`src/logic/iefl_params.svh`:
```
// Constants for the interrupt enable and flag block
`ifndef IEFL_PARAMS_SVH
`define IEFL_PARAMS_SVH
`define IEFL_ADDR_CTRL       12'h00b
`define IEFL_ADDR_PIE        12'h08c
`define IEFL_ADDR_PFLAG      12'h090
`define IEFL_ADDR_STAT       12'h094
`define IEFL_ADDR_MASK       12'h098
`define IEFL_BIT_GIE         7
`define IEFL_BIT_PERIPHERAL_MASTER_ENABLE        6
`define IEFL_BIT_T0E         5
`define IEFL_BIT_EDE         4
`define IEFL_BIT_PCE         3
`define IEFL_BIT_T0F         2
`define IEFL_BIT_EDF         1
`define IEFL_BIT_PCF         0
`define IEFL_CTRL_RESET      8'h00
`define IEFL_PIE_RESET       8'h00
`define IEFL_PIE_WMASK       8'hcf
`define IEFL_ZERO8           8'h00
`define IEFL_ZERO32          32'h0000_0000
`define IEFL_NSRC            7
`endif

```
`src/logic/iefl_pkg.sv`:
```
// Types shared by the interrupt enable and flag block
package iefl_pkg;
  typedef logic [7:0]  iefl_byte_t;
  typedef logic [31:0] iefl_word_t;
  typedef logic [11:0] iefl_addr_t;
endpackage

```
`src/logic/iefl_sync.sv`:
```
// Three-stage synchroniser with second/third agreement
`timescale 1ns/1ns
module iefl_sync (
  input  wire logic i_clk,
  input  wire logic i_nrst,
  input  wire logic i_d,
  output logic      o_q
);
  logic s1;
  logic s2;
  logic s3;
  wire  agree = (s2 == s3);
  always_ff @(posedge i_clk or negedge i_nrst) begin
    if (!i_nrst) begin
      s1  <= 1'b0;
      s2  <= 1'b0;
      s3  <= 1'b0;
      o_q <= 1'b0;
    end else begin
      s1 <= i_d;
      s2 <= s1;
      s3 <= s2;
      if (agree) begin
        o_q <= s3;
      end
    end
  end
endmodule

```
`src/logic/iefl_flag.sv`:
```
// One sticky flag: hardware set wins over software clear
`timescale 1ns/1ns
module iefl_flag (
  input  wire logic i_clk,
  input  wire logic i_nrst,
  input  wire logic i_set,
  input  wire logic i_clr,
  output logic      o_flag
);
  // Set wins over clear
  always_ff @(posedge i_clk or negedge i_nrst) begin
    if (!i_nrst) begin
      o_flag <= 1'b0;
    end else if (i_set) begin
      o_flag <= 1'b1;
    end else if (i_clr) begin
      o_flag <= 1'b0;
    end
  end
endmodule

```
`src/logic/iefl_top.sv`:
```
// Interrupt enable and flag registers with APB access
`timescale 1ns/1ns
`include "iefl_params.svh"
module iefl_top (
  input  wire logic              i_clk,
  input  wire logic              i_nrst,
  input  wire logic              i_psel,
  input  wire logic              i_penable,
  input  wire logic              i_pwrite,
  input  wire iefl_pkg::iefl_addr_t i_paddr,
  input  wire iefl_pkg::iefl_word_t i_pwdata,
  output iefl_pkg::iefl_word_t   o_prdata,
  output logic                   o_pready,
  output logic                   o_pslverr,
  input  wire logic              i_timer_zero_overflow,
  input  wire logic              i_external_edge_pin,
  input  wire logic              i_edge_rising,
  input  wire logic [3:0]        i_upper_port_pins,
  input  wire logic              i_serial_port_event,
  input  wire logic              i_capture_compare_one_event,
  input  wire logic              i_timer_two_match_event,
  input  wire logic              i_timer_one_overflow_event,
  output logic                   o_core_irq,
  output logic                   o_irq
);
  import iefl_pkg::*;

  iefl_byte_t ctrl_en;
  iefl_byte_t pie;
  iefl_byte_t stat_mask;
  logic [3:0] port_latch;
  logic       edge_prev;
  logic       t0f;
  logic       edf;
  logic       pcf;
  logic [3:0] pflag;
  logic [`IEFL_NSRC-1:0] stat;
  logic [3:0] port_sync;
  logic       edge_sync;

  // Pins from outside the clock domain
  iefl_sync u_sync_edge (
    .i_clk  (i_clk),
    .i_nrst (i_nrst),
    .i_d    (i_external_edge_pin),
    .o_q    (edge_sync)
  );
  iefl_sync u_sync_port0 (
    .i_clk  (i_clk),
    .i_nrst (i_nrst),
    .i_d    (i_upper_port_pins[0]),
    .o_q    (port_sync[0])
  );

  iefl_sync u_sync_port1 (
    .i_clk  (i_clk),
    .i_nrst (i_nrst),
    .i_d    (i_upper_port_pins[1]),
    .o_q    (port_sync[1])
  );

  iefl_sync u_sync_port2 (
    .i_clk  (i_clk),
    .i_nrst (i_nrst),
    .i_d    (i_upper_port_pins[2]),
    .o_q    (port_sync[2])
  );

  iefl_sync u_sync_port3 (
    .i_clk  (i_clk),
    .i_nrst (i_nrst),
    .i_d    (i_upper_port_pins[3]),
    .o_q    (port_sync[3])
  );

  // Bus decode; single-cycle access phase, zero wait states
  wire        setup_rd  = i_psel && !i_penable && !i_pwrite;
  wire        access    = i_psel && i_penable;
  wire        wr        = access && i_pwrite;
  wire        hit_ctrl  = (i_paddr == `IEFL_ADDR_CTRL);
  wire        hit_pie   = (i_paddr == `IEFL_ADDR_PIE);
  wire        hit_pflag = (i_paddr == `IEFL_ADDR_PFLAG);
  wire        hit_stat  = (i_paddr == `IEFL_ADDR_STAT);
  wire        hit_mask  = (i_paddr == `IEFL_ADDR_MASK);
  wire        hit_any   = hit_ctrl | hit_pie | hit_pflag | hit_stat | hit_mask;
  wire        wr_ctrl   = wr && hit_ctrl;
  wire        wr_pie    = wr && hit_pie;
  wire        wr_pflag  = wr && hit_pflag;
  wire        wr_stat   = wr && hit_stat;
  wire        wr_mask   = wr && hit_mask;
  wire [7:0]  wdat      = i_pwdata[7:0];
  wire        rd_ctrl   = access && !i_pwrite && hit_ctrl;

  // Event detection
  wire        edge_rise = edge_sync && !edge_prev;
  wire        edge_fall = !edge_sync && edge_prev;
  wire        edge_evt  = i_edge_rising ? edge_rise : edge_fall;
  // Mismatch against the last read value marks a port change
  wire        port_chg  = |(port_sync ^ port_latch);

  wire [7:0]  ctrl_rd = {ctrl_en[7:3], t0f, edf, pcf};
  // Bits 5:4 always read zero; unused bits 7:6 read back as written
  wire [7:0]  pie_rd  = pie & `IEFL_PIE_WMASK;
  wire [`IEFL_NSRC-1:0] evt_vec = {i_timer_one_overflow_event, i_timer_two_match_event,
                                   i_capture_compare_one_event, i_serial_port_event,
                                   port_chg, edge_evt, i_timer_zero_overflow};

  wire [31:0] rd_mux =
      hit_ctrl  ? {24'h00_0000, ctrl_rd} :
      hit_pie   ? {24'h00_0000, pie_rd} :
      hit_pflag ? {28'h000_0000, pflag} :
      hit_stat  ? {25'h000_0000, stat} :
      hit_mask  ? {24'h00_0000, stat_mask} : `IEFL_ZERO32;

  // Sticky flags, cleared by writing zero
  wire t0_clr = wr_ctrl && !wdat[`IEFL_BIT_T0F];
  wire ed_clr = wr_ctrl && !wdat[`IEFL_BIT_EDF];
  wire pc_clr = wr_ctrl && !wdat[`IEFL_BIT_PCF];

  iefl_flag u_t0f (
    .i_clk  (i_clk),
    .i_nrst (i_nrst),
    .i_set  (i_timer_zero_overflow),
    .i_clr  (t0_clr),
    .o_flag (t0f)
  );
  iefl_flag u_edf (
    .i_clk  (i_clk),
    .i_nrst (i_nrst),
    .i_set  (edge_evt),
    .i_clr  (ed_clr),
    .o_flag (edf)
  );
  iefl_flag u_pcf (
    .i_clk  (i_clk),
    .i_nrst (i_nrst),
    .i_set  (port_chg),
    .i_clr  (pc_clr),
    .o_flag (pcf)
  );

  // Peripheral flags, same write-zero clearing
  // Bit order matches the enable register so flag and enable pair bit for bit
  wire [3:0] pf_clr = {4{wr_pflag}} & ~wdat[3:0];

  iefl_flag u_pf_serial (
    .i_clk  (i_clk),
    .i_nrst (i_nrst),
    .i_set  (i_serial_port_event),
    .i_clr  (pf_clr[3]),
    .o_flag (pflag[3])
  );

  iefl_flag u_pf_ccp (
    .i_clk  (i_clk),
    .i_nrst (i_nrst),
    .i_set  (i_capture_compare_one_event),
    .i_clr  (pf_clr[2]),
    .o_flag (pflag[2])
  );

  iefl_flag u_pf_tm2 (
    .i_clk  (i_clk),
    .i_nrst (i_nrst),
    .i_set  (i_timer_two_match_event),
    .i_clr  (pf_clr[1]),
    .o_flag (pflag[1])
  );

  iefl_flag u_pf_tm1 (
    .i_clk  (i_clk),
    .i_nrst (i_nrst),
    .i_set  (i_timer_one_overflow_event),
    .i_clr  (pf_clr[0]),
    .o_flag (pflag[0])
  );

  // Status of raw events, write one to clear
  wire [`IEFL_NSRC-1:0] st_clr = {`IEFL_NSRC{wr_stat}} & wdat[`IEFL_NSRC-1:0];

  iefl_flag u_st0 (
    .i_clk  (i_clk),
    .i_nrst (i_nrst),
    .i_set  (evt_vec[0]),
    .i_clr  (st_clr[0]),
    .o_flag (stat[0])
  );

  iefl_flag u_st1 (
    .i_clk  (i_clk),
    .i_nrst (i_nrst),
    .i_set  (evt_vec[1]),
    .i_clr  (st_clr[1]),
    .o_flag (stat[1])
  );

  iefl_flag u_st2 (
    .i_clk  (i_clk),
    .i_nrst (i_nrst),
    .i_set  (evt_vec[2]),
    .i_clr  (st_clr[2]),
    .o_flag (stat[2])
  );

  iefl_flag u_st3 (
    .i_clk  (i_clk),
    .i_nrst (i_nrst),
    .i_set  (evt_vec[3]),
    .i_clr  (st_clr[3]),
    .o_flag (stat[3])
  );

  iefl_flag u_st4 (
    .i_clk  (i_clk),
    .i_nrst (i_nrst),
    .i_set  (evt_vec[4]),
    .i_clr  (st_clr[4]),
    .o_flag (stat[4])
  );

  iefl_flag u_st5 (
    .i_clk  (i_clk),
    .i_nrst (i_nrst),
    .i_set  (evt_vec[5]),
    .i_clr  (st_clr[5]),
    .o_flag (stat[5])
  );

  iefl_flag u_st6 (
    .i_clk  (i_clk),
    .i_nrst (i_nrst),
    .i_set  (evt_vec[6]),
    .i_clr  (st_clr[6]),
    .o_flag (stat[6])
  );

  wire req_t0 = t0f && ctrl_en[`IEFL_BIT_T0E];
  wire req_ed = edf && ctrl_en[`IEFL_BIT_EDE];
  wire req_pc = pcf && ctrl_en[`IEFL_BIT_PCE];
  wire req_ser = pflag[3] && pie[3];
  wire req_ccp = pflag[2] && pie[2];
  wire req_tm2 = pflag[1] && pie[1];
  wire req_tm1 = pflag[0] && pie[0];
  wire [3:0] req_p = {req_ser, req_ccp, req_tm2, req_tm1};
  wire req_per = ctrl_en[`IEFL_BIT_PERIPHERAL_MASTER_ENABLE] && (|req_p);
  wire next_core_irq = ctrl_en[`IEFL_BIT_GIE] && (req_t0 | req_ed | req_pc | req_per);
  wire next_irq = |(stat & stat_mask[`IEFL_NSRC-1:0]);

  always_ff @(posedge i_clk or negedge i_nrst) begin
    if (!i_nrst) begin
      ctrl_en <= `IEFL_CTRL_RESET;
    end else if (wr_ctrl) begin
      ctrl_en <= {wdat[7:3], 3'h0};
    end
  end

  always_ff @(posedge i_clk or negedge i_nrst) begin
    if (!i_nrst) begin
      pie <= `IEFL_PIE_RESET;
    end else if (wr_pie) begin
      pie <= wdat & `IEFL_PIE_WMASK;
    end
  end

  // Status mask, stored whole as written
  always_ff @(posedge i_clk or negedge i_nrst) begin
    if (!i_nrst) begin
      stat_mask <= `IEFL_ZERO8;
    end else if (wr_mask) begin
      stat_mask <= wdat;
    end
  end

  // Edge history resets to the idle level so no false edge follows reset
  always_ff @(posedge i_clk or negedge i_nrst) begin
    if (!i_nrst) begin
      edge_prev <= 1'b0;
    end else begin
      edge_prev <= edge_sync;
    end
  end

  // Reading the control register re-arms the port compare
  always_ff @(posedge i_clk or negedge i_nrst) begin
    if (!i_nrst) begin
      port_latch <= 4'h0;
    end else if (rd_ctrl) begin
      port_latch <= port_sync;
    end
  end

  // Answer in the cycle after setup: no wait states
  wire next_pready  = i_psel && !i_penable;
  wire next_pslverr = next_pready && !hit_any;

  always_ff @(posedge i_clk or negedge i_nrst) begin
    if (!i_nrst) begin
      o_pready  <= 1'b0;
      o_pslverr <= 1'b0;
    end else begin
      o_pready  <= next_pready;
      o_pslverr <= next_pslverr;
    end
  end

  // Read data registered in setup cycle
  always_ff @(posedge i_clk or negedge i_nrst) begin
    if (!i_nrst) begin
      o_prdata <= `IEFL_ZERO32;
    end else if (setup_rd) begin
      o_prdata <= rd_mux;
    end
  end

  always_ff @(posedge i_clk or negedge i_nrst) begin
    if (!i_nrst) begin
      o_core_irq <= 1'b0;
    end else begin
      o_core_irq <= next_core_irq;
    end
  end

  always_ff @(posedge i_clk or negedge i_nrst) begin
    if (!i_nrst) begin
      o_irq <= 1'b0;
    end else begin
      o_irq <= next_irq;
    end
  end
endmodule

```
`config.mk`:
```
export PLATFORM = sky130hd
export DESIGN_NAME = iefl_top
export DESIGN_NICKNAME = d
export VERILOG_FILES = /design/src/logic/iefl_pkg.sv /design/src/logic/iefl_sync.sv /design/src/logic/iefl_flag.sv /design/src/logic/iefl_top.sv
export VERILOG_INCLUDE_DIRS = /design/src /design/src/logic
export SDC_FILE = /design/constraint.sdc
export NUM_CORES = 1
export LEC_CHECK = 0
export BUFFER_PORTS_ARGS = -buffer_cell sky130_fd_sc_hd__buf_2
export CAP_MARGIN = 40
export CORE_MARGIN = 5
export CORE_UTILIZATION = 47
export CTS_CLUSTER_DIAMETER = 30
export CTS_CLUSTER_SIZE = 28
export DETAILED_ROUTE_END_ITERATION = 6
export HOLD_SLACK_MARGIN = 0.15
export PLACE_DENSITY = 0.77
export RECOVER_POWER = 100
export SLEW_MARGIN = 20
export SYNTH_ARGS = -nofsm -noshare
export SYNTH_HDL_FRONTEND = slang
export SYNTH_SLANG_ARGS = --single-unit
```
`constraint.sdc`:
```
create_clock -name i_clk -period 1.7 [get_ports i_clk]
set_clock_uncertainty 0.15 [all_clocks]
set_input_delay 0.255 -clock i_clk [delete_from_list [all_inputs] [get_ports i_clk]]
set_output_delay 0.255 -clock i_clk [all_outputs]
set_load 0.02 [all_outputs]
```
==> flow_summary_export.csv, run 1 <==
group,metric,value,unit
sta,slew_headroom,37.9,%
sta,final_max_slew_viol_count,0,
critical_path,cpPeakStageDelay,0.54,ns
critical_path,path_class,"input pin to register",
critical_path,cp_max_fo,5,
synthesis,syn_area,3220,um^2
synthesis,netlist_instances,257,
grt,grt_pass1_vias,2335,
synthesis,synth_ff_type,"dfrtp_1",
sta,rsz0062_at_grt,"no",
final_layout,final_layout_size_suffix_gt1_share,25.6,%
worst_hold_path,hold_class,"input pin to register",
clocking,clock_latency,0.35,ns
final_layout,nets,411,
clocking,root_buffer,"clkbuf_8",
synthesis,yosys.area.top_type,"dfrtp_1",
detailed_routing,viasPerCell,5.23,
synthesis,synth_edf_count,0,
grt,grt_first_pass_wirelength,11.3,mm
critical_path,start_kind,"input pin",
final_layout,n_antenna_cell,0,
synthesis,async_flop_share,100,%
synthesis,yosysSeqAreaShare,54.4,%
sta,finalCritPeriodShare,96.5,%
floorplan,die-area,8600,um^2
placement,io_buffers,47,
sta,hold_viol_final,0,
pwr,p_per_area,853,nW/um^2
synthesis,ys_warn_count,0,
synthesis,synth_top_area_share,54.4,%
grt,antenna_found_initial,0,
floorplan,die_w,92.8,um
critical_path,end_kind,"register",
clocking,numCtsBuffers,9,
critical_path,critical_path.cell_chain,"buf_2, nand2b_4, or4_4, nor2_2, mux2_1",
critical_path,crit_required,1.78,ns
placement,gp_congestion,0.829,
detailed_routing,vias,2273,
synthesis,ys_top_cells_by_area,"dfrtp_1 54%, buf_4 5.6%, mux2_4 5.1%",
clocking,clockBufferDepth,2,
grt,grt.total_usage,16.9,%
sta,worst_slew_pin_slew,0.932,ns
pwr,max-vdd-ir-drop,575,uV
pwr,fin_total_pwr,3.36,mW
job,cap_violations,0,
floorplan,die_y,92.8,um
sta,setup_violations,0,
synthesis,synth_cell_types,47,
final_layout,area_delta_synth_final,22.3,%
final_layout,finish.utilization,58.6,%
synthesis,yosys_register_bits,70,
detailed_routing,drtIter0Drc,143,
floorplan,rows,30,
clocking,cts_tree,"done",
clocking,cts_htree_levels,3,
detailed_routing,postRouteAntennaNets,0,
critical_path,worstPathArrival,1.72,ns
grt,grt_overflow,0,
pwr,power.leakage,1.83,nW
floorplan,pin_count,96,
detailed_routing,drt_first_pass_iters,4,
critical_path,critPathSlowestCell,"or4_4",
floorplan,core_area,6720,um^2
detailed_routing,routedWlPerCell,16.0,um
status,status,"completed",
floorplan,initial_core_util,47.9,%
sta,period_minus_slack,1.64,ns
detailed_routing,wirelength,6.96,mm
clocking,clock-sinks,70,
placement,dp_hpwl,5.16,mm
clocking,clkSlewWorstSetupHoldPaths,0.08,ns
detailed_routing,drcViolationCount,0,
grt,grt_max_degree,71,
synthesis,syn_area_per_cell,12.5,um^2
sta,max_freq,610,MHz
clocking,cts_setup_buffers,0,
## sequential cells by signal (all words and copies together) (netlist names), 4 cells and up
register,cells
pie,6
ctrl_en,5
port_latch,4
stat_mask,8
o_prdata,8
## report_power, final
group | internal [mW] | total (mW) | switching (mW)
sequential | 1.70 | 1.72 | 0.0205
combinational | 0.124 | 0.304 | 0.180
clock | 0.681 | 1.33 | 0.650
total | 2.51 | 3.36 | 0.850
## synth_stat cells (all sizes together) (2+ instances only)
| cell | instances |
|---|---|
| o21ai | 7 |
| nor2b | 2 |
| xor2 | 4 |
| nor3b | 2 |
| nor3 | 2 |
| a21boi | 2 |
| a221oi | 7 |
| or3b | 2 |
| a21o | 5 |
| a21oi | 6 |
| nor2 | 17 |
| nor4 | 3 |
| and2 | 3 |
| dfrtp | 70 |
| buf | 26 |
| maj3 | 5 |
| and3 | 3 |
| a222oi | 2 |
| mux2i | 4 |
| nand2 | 16 |
| a22oi | 5 |
| nand2b | 2 |
| nand3b | 6 |
| clkbuf | 4 |
| o31ai | 8 |
| nand3 | 6 |
| mux2 | 23 |
| a22o | 2 |
| inv | 4 |
## metal layers
metal  global-route usage, %  share of wire, %
met5                       0                 0
met4                    8.55               2.1
met3                    3.01               4.6
met2                    27.4                48
met1                    21.7                45
## final cells by class
class / count / area, um^2
repair buffers: 90 / 598
clock inverters: 6 / 71.3
well taps: 80 / 100
inverters: 4 / 15.0
multi-input cells: 176 / 1280
fillers: 548 / 2780
flip-flops and latches: 70 / 1750
clock buffers: 9 / 124
## path summary, 6_finish.rpt
kind | startpoint | end | slack (ns) | cells past startpoint
worst max-delay path | i_paddr[2] | ctrl_en[6]$_DFFE_PN0P_ | 0.06 | 5
worst min-delay path | i_paddr[4] | u_pcf.o_flag$_DFFE_PN0P_ | 0.20 | 4
worst max register to register | port_latch[1]$_DFFE_PN0P_ | u_st2.o_flag$_DFFE_PN0P_ | 0.30 | 3
worst min register to register | u_sync_edge.s1$_DFF_PN0_ | u_sync_edge.s2$_DFF_PN0_ | 0.20 | 0
max in group asynchronous | i_nrst | o_pslverr$_DFF_PN0_ | 0.26 | 3
min in group asynchronous | i_nrst | u_sync_edge.s1$_DFF_PN0_ | 0.54 | 3
## through the flow
step	instances	TNS, ns	area [um^2]	worst slack (ns)	hold slack [ns]
6_report	435	0	3940	0.0595	0.196
5_1_grt	435	0	3940	0.0154	0.216
4_1_cts	435	0	4050	0.0701	0.205
3_5_place_dp	398	-3.44	3630	-0.151	0.157
3_3_place_gp	398	-2.79	3630	-0.135	0.148
2_1_floorplan	280	-1.29	3340	-0.0914	-0.191
## worst max-delay path: cells and delay by family
kind / cells / cell delay (ns)
buffers and inverters: 1 / 0.11
multiplexers: 1 / 0.37
AND/OR/NAND/NOR: 3 / 0.99
## cell families (layout without fill, tap and decap cells)
kind of cell	count (synthesis)	count (layout)	synth area share, %
flops	70	70	54.4
simple gates	70	70	14.7
compound gates	46	46	10.3
buf+inv	34	109	7.34
mux	27	27	10.6
fa+ha+maj	5	5	1.55
xor+xnor	4	4	1.09
other cells	1	24	0.116
## placed cells by master (no fill, tap or decap), drive strengths merged, types with 5 or more instances in the layout
cell          n
nand3         6
nor2         17
a221oi        7
o31ai         8
a22oi         5
o21ai         7
maj3          5
a21oi         6
dfrtp        70
mux2         23
inv           6
buf          51
dlygate4sd3  22
nand3b        6
clkbuf       26
a21o          5
conb         24
nand2        16
## timing repair
item | in CTS | in global routing
endpoints found under the hold margin | 109 | 0
resized for setup | 0 | 1
hold buffers | 22 | 0
setup endpoints to repair | 0 | 1
No activity file was read; power rests on OpenSTA's default activity.
==> inputs of run 2 (changes only) <==
--- a/config.mk
+++ b/config.mk
@@ -15,7 +15,6 @@
 export DETAILED_ROUTE_END_ITERATION = 6
 export HOLD_SLACK_MARGIN = 0.15
 export PLACE_DENSITY = 0.77
-export RECOVER_POWER = 100
 export SLEW_MARGIN = 20
 export SYNTH_ARGS = -nofsm -noshare
 export SYNTH_HDL_FRONTEND = slang
==> run 2 against run 1 <==
Effect of this change: die area stayed put; non-clock buffer count stayed put; count of clock-buffer cells in the layout stayed put; global-route usage stayed put; via count is 0.35% higher; maximum frequency is 1.5% higher; register-to-register slack hardly changed; sequential share of layout area is 1.2 points lower; sequential cell count stayed put; sequential power hardly changed; routed wire length is 0.50% lower.
==> flow_summary_export.csv, run 2 (same netlist as run 1, synthesis figures left out) <==
group,metric,value,unit
job,cap_violations,0,
placement,place_area,3630,um^2
detailed_routing,drtIter0Drc,175,
pwr,power_frac_clock,39.4,%
pwr,power.leakage,1.95,nW
clocking,root_buffer,"clkbuf_8",
critical_path,path_class,"input pin to register",
floorplan,die_y,92.8,um
detailed_routing,routedWlPerCell,15.9,um
sta,period_minus_slack,1.62,ns
pwr,p_per_area,829,nW/um^2
critical_path,end_kind,"register",
sta,hold_viol_final,0,
sta,fin_tns_setup,0,ns
critical_path,crit_required,1.82,ns
grt,antenna_found_initial,0,
clocking,clockBufferDepth,2,
pwr,max-vdd-ir-drop,575,uV
sta,final_max_slew_viol_count,0,
floorplan,pin_count,96,
floorplan,initial_core_util,47.9,%
sta,max_freq,618,MHz
detailed_routing,drcViolationCount,0,
pwr,p_comb_share,9.3,%
pwr,p_seq_share,51.3,%
grt,grt_overflow,0,
detailed_routing,postRouteAntennaNets,0,
clocking,clock_latency,0.35,ns
floorplan,die_w,92.8,um
critical_path,start_kind,"input pin",
final_layout,top_regs,"o_prdata x8, stat_mask x8, pie x6",
floorplan,core_area,6720,um^2
placement,dp_hpwl,5.16,mm
final_layout,final_cell_mix,"70 x dfrtp_1, 47 x buf_2, 24 x conb_1",
grt,grt.total_usage,16.9,%
placement,gp_congestion,0.829,
pwr,switching_share,25.1,%
sta,rsz0062_at_grt,"no",
clocking,cts_htree_levels,3,
status,status,"completed",
final_layout,area_delta_synth_final,25.7,%
final_layout,n_antenna_cell,0,
pwr,power.switching,0.843,mW
clocking,clock-sinks,70,
grt,grt_first_pass_wirelength,11.3,mm
final_layout,final_cell_area,4050,um^2
detailed_routing,viasPerCell,5.24,
sta,setup_violations,0,
detailed_routing,drt_first_pass_iters,4,
sta,finalCritPeriodShare,95.1,%
grt,grt_max_degree,71,
final_layout,final_layout_size_suffix_gt1_share,33.5,%
pwr,internal-power,2.51,mW
clocking,cts_setup_buffers,0,
clocking,cts_tree,"done",
worst_hold_path,hold_class,"register to register",
critical_path,cp_max_fo,3,
final_layout,nets,411,
final_layout,final_common_cell,"dfrtp_1",
clocking,numCtsBuffers,9,
detailed_routing,wirelength,6.93,mm
critical_path,worstPathArrival,1.73,ns
detailed_routing,vias,2281,
grt,grt_pass1_vias,2335,
clocking,clkSlewWorstSetupHoldPaths,0.07,ns
floorplan,rows,30,
floorplan,die-area,8600,um^2
placement,io_buffers,47,
## run 2: path summary, 6_finish.rpt
kind                                                 from                  endpoint  slack, ns  cells past startpoint
worst max-delay path                            i_penable       o_pslverr$_DFF_PN0_       0.08                      5
worst min-delay path             u_sync_edge.s1$_DFF_PN0_  u_sync_edge.s2$_DFF_PN0_       0.20                      0
worst max register to register  port_latch[1]$_DFFE_PN0P_  u_st2.o_flag$_DFFE_PN0P_       0.30                      3
worst min register to register   u_sync_edge.s1$_DFF_PN0_  u_sync_edge.s2$_DFF_PN0_       0.20                      0
max in group asynchronous                          i_nrst       o_pslverr$_DFF_PN0_       0.81                      3
min in group asynchronous                          i_nrst  stat_mask[3]$_DFFE_PN0P_       0.32                      3
## run 2: worst max-delay path, cell delays in order
cell and delay (ns):
buf_2 0.11, dlygate4sd3_1 0.55, nor2b_1 0.10, dlygate4sd3_1 0.57, a21boi_1 0.15
## run 2: final cells by class
class                      count  area, um^2
fill                         515        2670
sequential                    70        1750
multi-input combinational    176        1350
timing repair buffer          90         638
clock buffer                   9         124
tap                           80         100
clock inverter                 6        71.3
inverter                       4        15.0
## run 2: metrics by stage
step	util [%]	total power [mW]	worst slack [ns]	hold slack [ns]	instances
finish	60.2	3.36	0.0831	0.202	435
global route	60.2	3.48	0.0292	0.216	435
CTS	60.2	3.40	0.0701	0.205	435
detailed placement	54.0	2.03	-0.151	0.157	398
global placement	54.0	2.02	-0.135	0.148	398
floorplan	-	1.92	-0.0914	-0.191	280
## run 2: routing by layer
layer  routed length, um  GRT usage (%)  vias up  share of wire, %
met5                   0              0        -                 0
met4                 145           8.55        0               2.1
met3                 354           3.01       14               5.1
met2                3380           27.4       73                49
met1                3050           21.7     1118                44
li1                    -              -     1076                 -
## run 2: power groups by stage
stage / Sequential, mW / Combinational (mW) / Clock (mW)
floorplan: 1.75 / 0.167 / 0
detailed placement: 1.75 / 0.273 / 0
finish: 1.72 / 0.312 / 1.32
CTS: 1.72 / 0.313 / 1.36
global route: 1.73 / 0.341 / 1.41
global placement: 1.75 / 0.266 / 0
## run 2: timing repair
action / CTS / global route
setup endpoints to repair: 0 / 1
hold endpoints to repair: 109 / 0
hold buffers: 22 / 0
gates resized for setup: 0 / 1
